### src/common/sccs_pkg.sv
// Package with register map, field layout, latencies and shared types of the CPU clock switch.
package sccs_pkg;

  // ****************************************************************
  // Register map (byte addresses on the Wishbone bus)
  // ****************************************************************
  localparam logic [3:0] SCCS_ADR_CPU_DIV = 4'h0;
  localparam logic [3:0] SCCS_ADR_SYS_SEL = 4'h4;
  localparam logic [3:0] SCCS_ADR_STATUS = 4'h8;

  localparam int SCCS_SUBSEL_BIT = 0;
  localparam int SCCS_OSCSTOP_BIT = 3;
  localparam int SCCS_DIV_W = 2;

  localparam logic [1:0] SCCS_DIV_RESET = 2'h0;
  localparam logic SCCS_SEL_RESET = 1'b0;

  // ****************************************************************
  // Divide ratios in oscillator ticks per machine cycle, switch latencies in machine cycles
  // ****************************************************************
  localparam int SCCS_RATIO_W = 7;
  localparam logic [6:0] SCCS_RATIO_DIV00 = 7'h40;
  localparam logic [6:0] SCCS_RATIO_DIV01 = 7'h10;
  localparam logic [6:0] SCCS_RATIO_DIV10 = 7'h08;
  localparam logic [6:0] SCCS_RATIO_DIV11 = 7'h04;
  localparam logic [6:0] SCCS_RATIO_SUB = 7'h04;

  localparam int SCCS_LAT_W = 5;
  localparam logic [4:0] SCCS_LAT_DIV00 = 5'h01;
  localparam logic [4:0] SCCS_LAT_DIV01 = 5'h04;
  localparam logic [4:0] SCCS_LAT_DIV10 = 5'h08;
  localparam logic [4:0] SCCS_LAT_DIV11 = 5'h10;
  localparam logic [4:0] SCCS_LAT_FROM_SUB = 5'h01;
  localparam logic [4:0] SCCS_LAT_LAST = 5'h01;

  // ****************************************************************
  // Types
  // ****************************************************************
  typedef enum logic [1:0] {
    SCCS_IDLE = 2'b00,
    SCCS_WAIT_CYC = 2'b01,
    SCCS_WAIT_SUB = 2'b11
  } sccs_state_type;

  typedef struct packed {
    logic switch_busy;
    logic main_running;
    logic sub_active;
    logic [1:0] div_active;
  } sccs_status_type;

  localparam int SCCS_ST_BUSY_BIT = 4;

endpackage

### src/hdl/sccs_tick_div.sv
// Enable-pulse divider that passes every ratio-th input tick.
`timescale 1ns/1ps
module sccs_tick_div
  import sccs_pkg::*;
(
  input wire logic clk,
  input wire logic rst_n,
  input wire logic restart,
  input wire logic tick_in,
  input wire logic [SCCS_RATIO_W-1:0] ratio,
  output logic tick_out
);

  logic [SCCS_RATIO_W-1:0] cnt_r;
  logic last;

  assign last = (cnt_r >= ratio - 7'h01);
  assign tick_out = tick_in && last;

  // A restart aligns the count so the first period after a switch is full length.
  always_ff @(posedge clk)
  begin
    if (!rst_n || restart)
      cnt_r <= '0;
    else if (tick_in)
      cnt_r <= last ? '0 : cnt_r + 7'h01;
  end

endmodule

### src/hdl/sccs_top.sv
// CPU clock source and divider switch with latency control and main oscillator stop.
`timescale 1ns/1ps
module sccs_top
  import sccs_pkg::*;
(
  input wire logic CLK,
  input wire logic RST_N,
  input wire logic WB_CYC_I,
  input wire logic WB_STB_I,
  input wire logic WB_WE_I,
  input wire logic [3:0] WB_ADR_I,
  input wire logic [3:0] WB_SEL_I,
  input wire logic [31:0] WB_DAT_I,
  output logic [31:0] WB_DAT_O,
  output logic WB_ACK_O,
  input wire logic MAIN_OSC_PIN_I,
  output logic MAIN_OSC_PIN_O,
  output logic MAIN_OSC_PIN_OE,
  input wire logic SUB_OSC_IN,
  output logic CPU_CYCLE_TICK,
  output logic SUBCLK_ACTIVE,
  output logic SWITCH_BUSY
);

  // ****************************************************************
  // Decoding helpers
  // ****************************************************************
  function automatic logic [SCCS_RATIO_W-1:0] main_ratio(input logic [1:0] code);
    unique case (code)
      2'b00: main_ratio = SCCS_RATIO_DIV00;
      2'b01: main_ratio = SCCS_RATIO_DIV01;
      2'b10: main_ratio = SCCS_RATIO_DIV10;
      2'b11: main_ratio = SCCS_RATIO_DIV11;
    endcase
  endfunction

  function automatic logic [SCCS_LAT_W-1:0] div_latency(input logic [1:0] code);
    unique case (code)
      2'b00: div_latency = SCCS_LAT_DIV00;
      2'b01: div_latency = SCCS_LAT_DIV01;
      2'b10: div_latency = SCCS_LAT_DIV10;
      2'b11: div_latency = SCCS_LAT_DIV11;
    endcase
  endfunction

  // ****************************************************************
  // Registers and state
  // ****************************************************************
  logic [1:0] cpu_divider_reg_r;
  logic subclock_select_bit_r;
  logic main_osc_stop_bit_r;
  logic active_sub_r;
  logic [1:0] active_div_r;
  logic [SCCS_LAT_W-1:0] lat_cnt_r;
  sccs_state_type state_r;
  sccs_state_type state_nxt;
  logic [2:0] main_sync_r;
  logic [2:0] sub_sync_r;
  logic ack_r;
  logic [31:0] rdata_r;
  sccs_status_type status;

  logic bus_req;
  logic wr_lo;
  logic fx_tick;
  logic fxt_tick;
  logic main_cyc_tick;
  logic sub_cyc_tick;
  logic cpu_tick;
  logic apply_now;
  logic want_change;

  // ****************************************************************
  // Oscillator inputs, synchronised then edge detected
  // ****************************************************************
  // Bit 0 is only ever read by bit 1; edges use bits 1 and 2.
  always_ff @(posedge CLK)
  begin
    if (!RST_N)
    begin
      main_sync_r <= '0;
      sub_sync_r <= '0;
    end
    else
    begin
      main_sync_r <= {main_sync_r[1:0], MAIN_OSC_PIN_I};
      sub_sync_r <= {sub_sync_r[1:0], SUB_OSC_IN};
    end
  end

  // Stopping the oscillator kills main ticks without any standby entry.
  assign fx_tick = main_sync_r[1] && !main_sync_r[2] && !main_osc_stop_bit_r;
  assign fxt_tick = sub_sync_r[1] && !sub_sync_r[2];

  // While stopped, the input pin is pulled to ground to stop crystal leakage.
  assign MAIN_OSC_PIN_O = 1'b0;
  assign MAIN_OSC_PIN_OE = main_osc_stop_bit_r;

  // ****************************************************************
  // Machine cycle generation
  // ****************************************************************
  sccs_tick_div u_main_div (
    .clk(CLK),
    .rst_n(RST_N),
    .restart(apply_now),
    .tick_in(fx_tick),
    .ratio(main_ratio(active_div_r)),
    .tick_out(main_cyc_tick)
  );

  sccs_tick_div u_sub_div (
    .clk(CLK),
    .rst_n(RST_N),
    .restart(apply_now),
    .tick_in(fxt_tick),
    .ratio(SCCS_RATIO_SUB),
    .tick_out(sub_cyc_tick)
  );

  // One machine cycle is one divided period of whichever clock is active.
  assign cpu_tick = active_sub_r ? sub_cyc_tick : main_cyc_tick;
  assign CPU_CYCLE_TICK = cpu_tick;
  assign SUBCLK_ACTIVE = active_sub_r;

  // ****************************************************************
  // Switch sequencer
  // ****************************************************************
  // The divider is irrelevant while both old and new source are the subclock.
  assign want_change = (subclock_select_bit_r != active_sub_r)
    || (!subclock_select_bit_r && (cpu_divider_reg_r != active_div_r));

  // New settings land on a cycle edge, but a switch to the subclock lands on the next fxT tick, cutting the main cycle.
  assign apply_now = ((state_r == SCCS_WAIT_CYC) && cpu_tick && lat_cnt_r == SCCS_LAT_LAST)
    || ((state_r == SCCS_WAIT_SUB) && fxt_tick);

  always_comb
  begin
    state_nxt = state_r;
    unique case (state_r)
      SCCS_IDLE:
      begin
        if (want_change && !active_sub_r && subclock_select_bit_r)
          state_nxt = SCCS_WAIT_SUB;
        else if (want_change)
          state_nxt = SCCS_WAIT_CYC;
      end
      SCCS_WAIT_CYC, SCCS_WAIT_SUB:
      begin
        if (apply_now)
          state_nxt = SCCS_IDLE;
      end
      default: state_nxt = SCCS_IDLE;
    endcase
  end

  always_ff @(posedge CLK)
  begin
    if (!RST_N)
      state_r <= SCCS_IDLE;
    else
      state_r <= state_nxt;
  end

  // Latency is set by the setting in force before the switch.
  always_ff @(posedge CLK)
  begin
    if (!RST_N)
      lat_cnt_r <= SCCS_LAT_LAST;
    else if (state_r == SCCS_IDLE && want_change)
      lat_cnt_r <= active_sub_r ? SCCS_LAT_FROM_SUB : div_latency(active_div_r);
    else if (state_r == SCCS_WAIT_CYC && cpu_tick && lat_cnt_r != SCCS_LAT_LAST)
      lat_cnt_r <= lat_cnt_r - 5'h01;
  end

  // Divider bits written on the subclock follow along silently.
  always_ff @(posedge CLK)
  begin
    if (!RST_N)
    begin
      active_sub_r <= SCCS_SEL_RESET;
      active_div_r <= SCCS_DIV_RESET;
    end
    else if (apply_now)
    begin
      active_sub_r <= subclock_select_bit_r;
      active_div_r <= cpu_divider_reg_r;
    end
    else if (active_sub_r && subclock_select_bit_r)
      active_div_r <= cpu_divider_reg_r;
  end

  assign SWITCH_BUSY = (state_r != SCCS_IDLE);

  // ****************************************************************
  // Wishbone slave
  // ****************************************************************
  assign bus_req = WB_CYC_I && WB_STB_I && !ack_r;
  assign wr_lo = bus_req && WB_WE_I && WB_SEL_I[0];

  // Both bits share one register; software is expected to touch one at a time.
  always_ff @(posedge CLK)
  begin
    if (!RST_N)
    begin
      cpu_divider_reg_r <= SCCS_DIV_RESET;
      subclock_select_bit_r <= SCCS_SEL_RESET;
      main_osc_stop_bit_r <= SCCS_SEL_RESET;
    end
    else if (wr_lo && WB_ADR_I == SCCS_ADR_CPU_DIV)
      cpu_divider_reg_r <= WB_DAT_I[SCCS_DIV_W-1:0];
    else if (wr_lo && WB_ADR_I == SCCS_ADR_SYS_SEL)
    begin
      subclock_select_bit_r <= WB_DAT_I[SCCS_SUBSEL_BIT];
      main_osc_stop_bit_r <= WB_DAT_I[SCCS_OSCSTOP_BIT];
    end
  end

  assign status.switch_busy = SWITCH_BUSY;
  assign status.main_running = !main_osc_stop_bit_r;
  assign status.sub_active = active_sub_r;
  assign status.div_active = active_div_r;

  always_ff @(posedge CLK)
  begin
    if (!RST_N)
    begin
      ack_r <= 1'b0;
      rdata_r <= '0;
    end
    else
    begin
      ack_r <= bus_req;
      rdata_r <= '0;
      if (bus_req && !WB_WE_I)
      begin
        unique case (WB_ADR_I)
          SCCS_ADR_CPU_DIV: rdata_r <= {30'h0000_0000, cpu_divider_reg_r};
          SCCS_ADR_SYS_SEL: rdata_r <= {28'h000_0000, main_osc_stop_bit_r, 2'b00,
            subclock_select_bit_r};
          SCCS_ADR_STATUS: rdata_r <= {27'h000_0000, status};
          default: rdata_r <= '0;
        endcase
      end
    end
  end

  assign WB_ACK_O = ack_r;
  assign WB_DAT_O = rdata_r;

endmodule

### config.mk
export PLATFORM = sky130hd
export DESIGN_NAME = sccs_top
export DESIGN_NICKNAME = d
export VERILOG_FILES = /design/src/common/sccs_pkg.sv /design/src/hdl/sccs_tick_div.sv /design/src/hdl/sccs_top.sv
export SDC_FILE = /design/constraint.sdc
export NUM_CORES = 1
export LEC_CHECK = 0
export CORE_MARGIN = 1
export CORE_UTILIZATION = 40
export CTS_CLUSTER_DIAMETER = 60
export DETAILED_ROUTE_END_ITERATION = 8
export DONT_BUFFER_PORTS = 1
export PLACE_DENSITY = 0.61
export RECOVER_POWER = 100
export SYNTH_ARGS = -nofsm -noshare
export SYNTH_HDL_FRONTEND = slang
export SYNTH_SLANG_ARGS = --single-unit
export TNS_END_PERCENT = 100
### constraint.sdc
create_clock -name CLK -period 4.8 [get_ports CLK]
set_input_delay 0.96 -clock CLK [delete_from_list [all_inputs] [get_ports CLK]]
set_output_delay 0.96 -clock CLK [all_outputs]
set_load 0.01 [all_outputs]
### After elaboration in Yosys (flattened, before gate mapping)

Cells that the tools add are included.

* reductions and logical operators: 42
* bitwise logic cells: 1
* eq/ne operators: 13
* magnitude comparators: 2
* $add $sub $neg: 4
* muxes and demuxes: 15

Operator list (number)
* $pmux 7 s4: 1
* $logic_and 1x1->1: 21
* $pmux 5 s4: 1
* $mux 5: 3
* $pmux 5 s3: 1
* $add 7x1->7 const B: 2
* $mux 7: 2
* $mux 2: 5
* $logic_not 1->1: 8
* $ge 7x2->1 const B: 1
* $ge 7x7->1: 1
* $sub 7x1->7 const B: 1
* $eq 2x2->1 const B: 3
* $reduce_and 2->1: 3
* $reduce_bool 2->1: 3
* $eq 5x1->1 const B: 1
* $ne 5x1->1 const B: 1
* $sub 5x1->5 const B: 1
* $eq 2x1->1 const B: 2
* $eq 4x3->1 const B: 1
* $eq 4x4->1 const B: 1
* $logic_not 2->1: 2
* $logic_not 4->1: 1
* $pmux 2 s2: 1
* 8 further kinds: 10

* register bits after elaboration: 67
* word-level logic and storage cells: 90
* output and inout port bits: 38
* bits of input ports: 47

### Depth between registers and ports, before layout

* word-level depth: 11
* depth in mapped cells: 10

### Cells and area by module

A second synthesis with hierarchy kept.

* cells, all modules: 297
* area, all modules: 2638.8 µm²

By module, submodules not included
* sccs_top: instances 1, area an instance 1467.7 µm², seq. area each 520.5 µm², cells an instance 167
* sccs_tick_div: instances 2, area an instance 585.6 µm², seq. area each 140.1 µm², cells an instance 65

### Worst setup path before layout

Ideal clock, no wire load.

* kind: flip-flop to output port
* start point: register active_div_r[1]
* end point: output port CPU_CYCLE_TICK
* stages on the path, launching flop included: 9
* arrival time: 1717 ps
* required time: 3840 ps
* path slack: 2123 ps
* cell sequence: dfxtp_1 buf_2 nor2_1 inv_1 ha_1 a211oi_1 a21boi_1 a211oi_2 inv_2

* cells in the longest elaborated chain, start to end: 6
* elaborated cells on any way between the ends: 9
* classes of those cells: add/sub (1); order compare (1); eq/ne (3); mux (2); reduce/logical (2)

RTL lines
* start, declared: line sccs_top.sv:53 `logic [1:0] active_div_r;`
* start signal, assigned: line sccs_top.sv:186 `active_div_r <= cpu_divider_reg_r;`
* start signal, assigned: line sccs_top.sv:189 `active_div_r <= cpu_divider_reg_r;`
* $eq 2x2->1, or another cell as far along: line sccs_top.sv:29 `unique case (code)`
* $pmux 7 s4 *: line sccs_top.sv:29
* $sub 7x1->7 *: line sccs_tick_div.sv:17 `assign last = (cnt_r >= ratio - 7'h01);`
* $ge 7x7->1 *: line sccs_tick_div.sv:17
* $logic_and 1x1->1 *: line sccs_tick_div.sv:18 `assign tick_out = tick_in && last;`
* $mux 1 *: line sccs_top.sv:121 `assign cpu_tick = active_sub_r ? sub_cyc_tick : main_cyc_tick;`
* end, declared: line sccs_top.sv:20 `output logic CPU_CYCLE_TICK,`

Mark *: on every way between the ends. The rest lies on a longest branch, timed or not. The select of a mux whose other input is x is not followed.

### Worst setup path after layout

Same ends and word-level chain as after synthesis.

==> results.json <==
{
  "grt_pass1_wl_um": 6920,
  "ys_ff_latch": 40,
  "synthDistinctLibCells": 50,
  "slew_violations": 0,
  "drcViolationCount": 0,
  "worstPathMaxFanout": 8,
  "cp.required_ps": 3840,
  "routed_wl_um": 4020,
  "numPortBuffers": 0,
  "ir_drop_uv": 158,
  "synth_common_cells": "dfxtp_1, nor2_1, buf_4, nand2_1",
  "cts_buffers": 5,
  "die_w_um": 76.9,
  "cts_tree": "built",
  "crit_arrival_ps": 2730,
  "synth_edf_count": 0,
  "grt_max_degree": 21,
  "htreeDepth": 2,
  "routed_via_density": 4.93,
  "antenna_found_initial": 0,
  "drive_above_1_share": 0.0630,
  "setup_tns_ps": 0,
  "worst_pin_slew_ps": 758,
  "setup_viol": 0,
  "chipHeight_um": 76.9,
  "cts.clk_slew.worst_paths_ps": 80,
  "cts_resized": 0,
  "core.rowCount": 26,
  "synth_warnings": 0,
  "p_leak_nw": 0.937,
  "initialDrtViolationCount": 55,
  "timing.fmax_mhz": 271,
  "end_kind": "output port",
  "rsz0062_at_grt": "false",
  "finalClockSkew_ps": 4.44,
  "netlist_area_mm2": 0.00224,
  "hold_buffers": 0,
  "start_kind": "flop",
  "firstDrtPassIters": 4,
  "seq_area_um2": 801,
  "synth_seq_area_share": 0.357,
  "antenna_left": 0,
  "synthCells": 252,
  "synth_area_leaders": "dfxtp_1, buf_4, ha_1, nor2_1, mux2i_1",
  "place_congestion": 0.768,
  "hpwl_um": 3040,
  "hold_path_class": "flop to flop",
  "syn_area_per_cell_um2": 8.89,
  "final_cells": 324,
  "synth_top_area_frac": 0.357,
  "synth_top_area_cell": "dfxtp_1",
  "relSlewSlack": 0.494,
  "grt_pass1_vias": 1467,
  "io_pins": 85,
  "async_reset_ff_frac": 0,
  "dieArea_mm2": 0.00591,
  "fin_crit_ps": 3690,
  "synth.most_common_cell": "dfxtp_1",
  "clkSinkCount": 40,
  "overflow": 0,
  "min_period_over_period": 0.768,
  "synth_ff_type": "dfxtp_1",
  "max_stage_delay_ps": 630,
  "dp.cells": 316,
  "path_cells": "nor2_1 > inv_1 > ha_1 > a211oi_1 > a21boi_0 > a211oi_1 > inv_1",
  "fillers": 537,
  "multi_input_area_mm2": 0.00126,
  "grt_use_total": 0.150,
  "power_density_mw_per_mm2": 263,
  "drt-wirelength-per-cell_um": 12.4,
  "initial_core_util": 0.428,
  "root_buffer": "clkbuf_8",
  "clk_latency_ps": 300,
  "status": "finished, final reports clean",
  "finalPower_w": 0.000599,
  "vias": 1598,
  "hold_viol_final": 0,
  "fin_nets": 310,
  "coreArea_mm2": 0.00524,
  "antennaDiodeCount": 0,
  "postCtsSetupBuffers": 0,
  "cp_slowest_cell": "a211oi_1",
  "worstSetupPathType": "flop to output port",
  "clockBufferDepth": 2,
  "area_growth_pct": 1.73,
  "drv_cap": 0
}
==> metal layers <==
layer / track usage / vias to the layer above / share of wire
met5: 0 / - / 0
met4: 0.0750 / 0 / 0.021
met3: 0.0452 / 7 / 0.041
met2: 0.236 / 37 / 0.45
met1: 0.184 / 724 / 0.49
li1: - / 830 / -
==> layout by cell type, fill, tap and decap left out, types with 3 or more instances in the layout <==
cell and n:
dfxtp_1 40, nor2_1 30, conb_1 28, nand2_1 13, inv_1 10, mux2i_1 10
ha_1 10, nand3_1 9, and2_1 8, nand4_1 8, a21oi_1 7, xor2_1 7
clkbuf_8 6, xnor2_1 5, a31oi_1 4, nand3b_1 4, nor2b_1 4, nor3_1 4
o21ai_0 4, nor4b_1 4, nand2b_1 3, a211oi_1 3
==> through the flow <==
step | utilization | worst slack [ps] | hold slack [ps] | area, um2
after floorplan | - | 2120 | 412 | 2340
after global placement | 0.420 | 1780 | 414 | 2200
after detailed placement | 0.420 | 1780 | 419 | 2200
after CTS | 0.437 | 1440 | 436 | 2290
after global routing | 0.435 | 886 | 446 | 2280
final | 0.435 | 1110 | 433 | 2280
==> where the power goes <==
part | internal, W | switching [W] | total [W]
registers | 0.000336 | 0.00000291 | 0.000338
logic | 0.00000786 | 0.0000201 | 0.0000280
clock network | 0.000117 | 0.000115 | 0.000232
==> registers in the layout (all words and copies together) (netlist names) <==
register	cells
u_main_div.cnt_r	7
u_sub_div.cnt_r	7
WB_DAT_O	5
lat_cnt_r	5
main_sync_r	3
sub_sync_r	3
active_div_r	2
cpu_divider_reg_r	2
state_r	2
MAIN_OSC_PIN_OE	1
SUBCLK_ACTIVE	1
WB_ACK_O	1
subclock_select_bit_r	1
==> path summary, 6_finish.rpt <==
check | start | end | slack (ps) | depth (start not counted)
worst max register to register | active_div_r[1] | lat_cnt_r[4] | 1810 | 9
worst max-delay path | active_div_r[1] | CPU_CYCLE_TICK | 1110 | 7
worst min register to register | sub_sync_r[0] | sub_sync_r[1] | 430 | 1
worst min-delay path | sub_sync_r[0] | sub_sync_r[1] | 430 | 1
==> worst max-delay path: cells and delay by family, from the launching register on <==
| kind | cells | cell delay [ps] |
|---|---|---|
| compound gates | 3 | 1060 |
| buf+inv | 2 | 440 |
| flops | 1 | 400 |
| fa+ha+maj | 1 | 300 |
| simple gates | 1 | 220 |
==> logic make-up after synthesis <==
group	after synthesis	synth area share
AO/OA/AOI/OAI	33	0.111
adder cells (fa/ha/maj)	10	0.0558
XOR/XNOR	12	0.0469
flip-flops	40	0.357
other	1	0.00167
AND/OR/NAND/NOR	103	0.263
multiplexers	10	0.0447
buffers and inverters	43	0.120
==> layout make-up <==
cell class,count,area share
Tap cell,70,0.0384
Clock buffer,8,0.0395
Multi-Input combinational cell,196,0.554
Sequential cell,40,0.351
Inverter,10,0.0165
No activity file was read; power rests on OpenSTA's default activity.
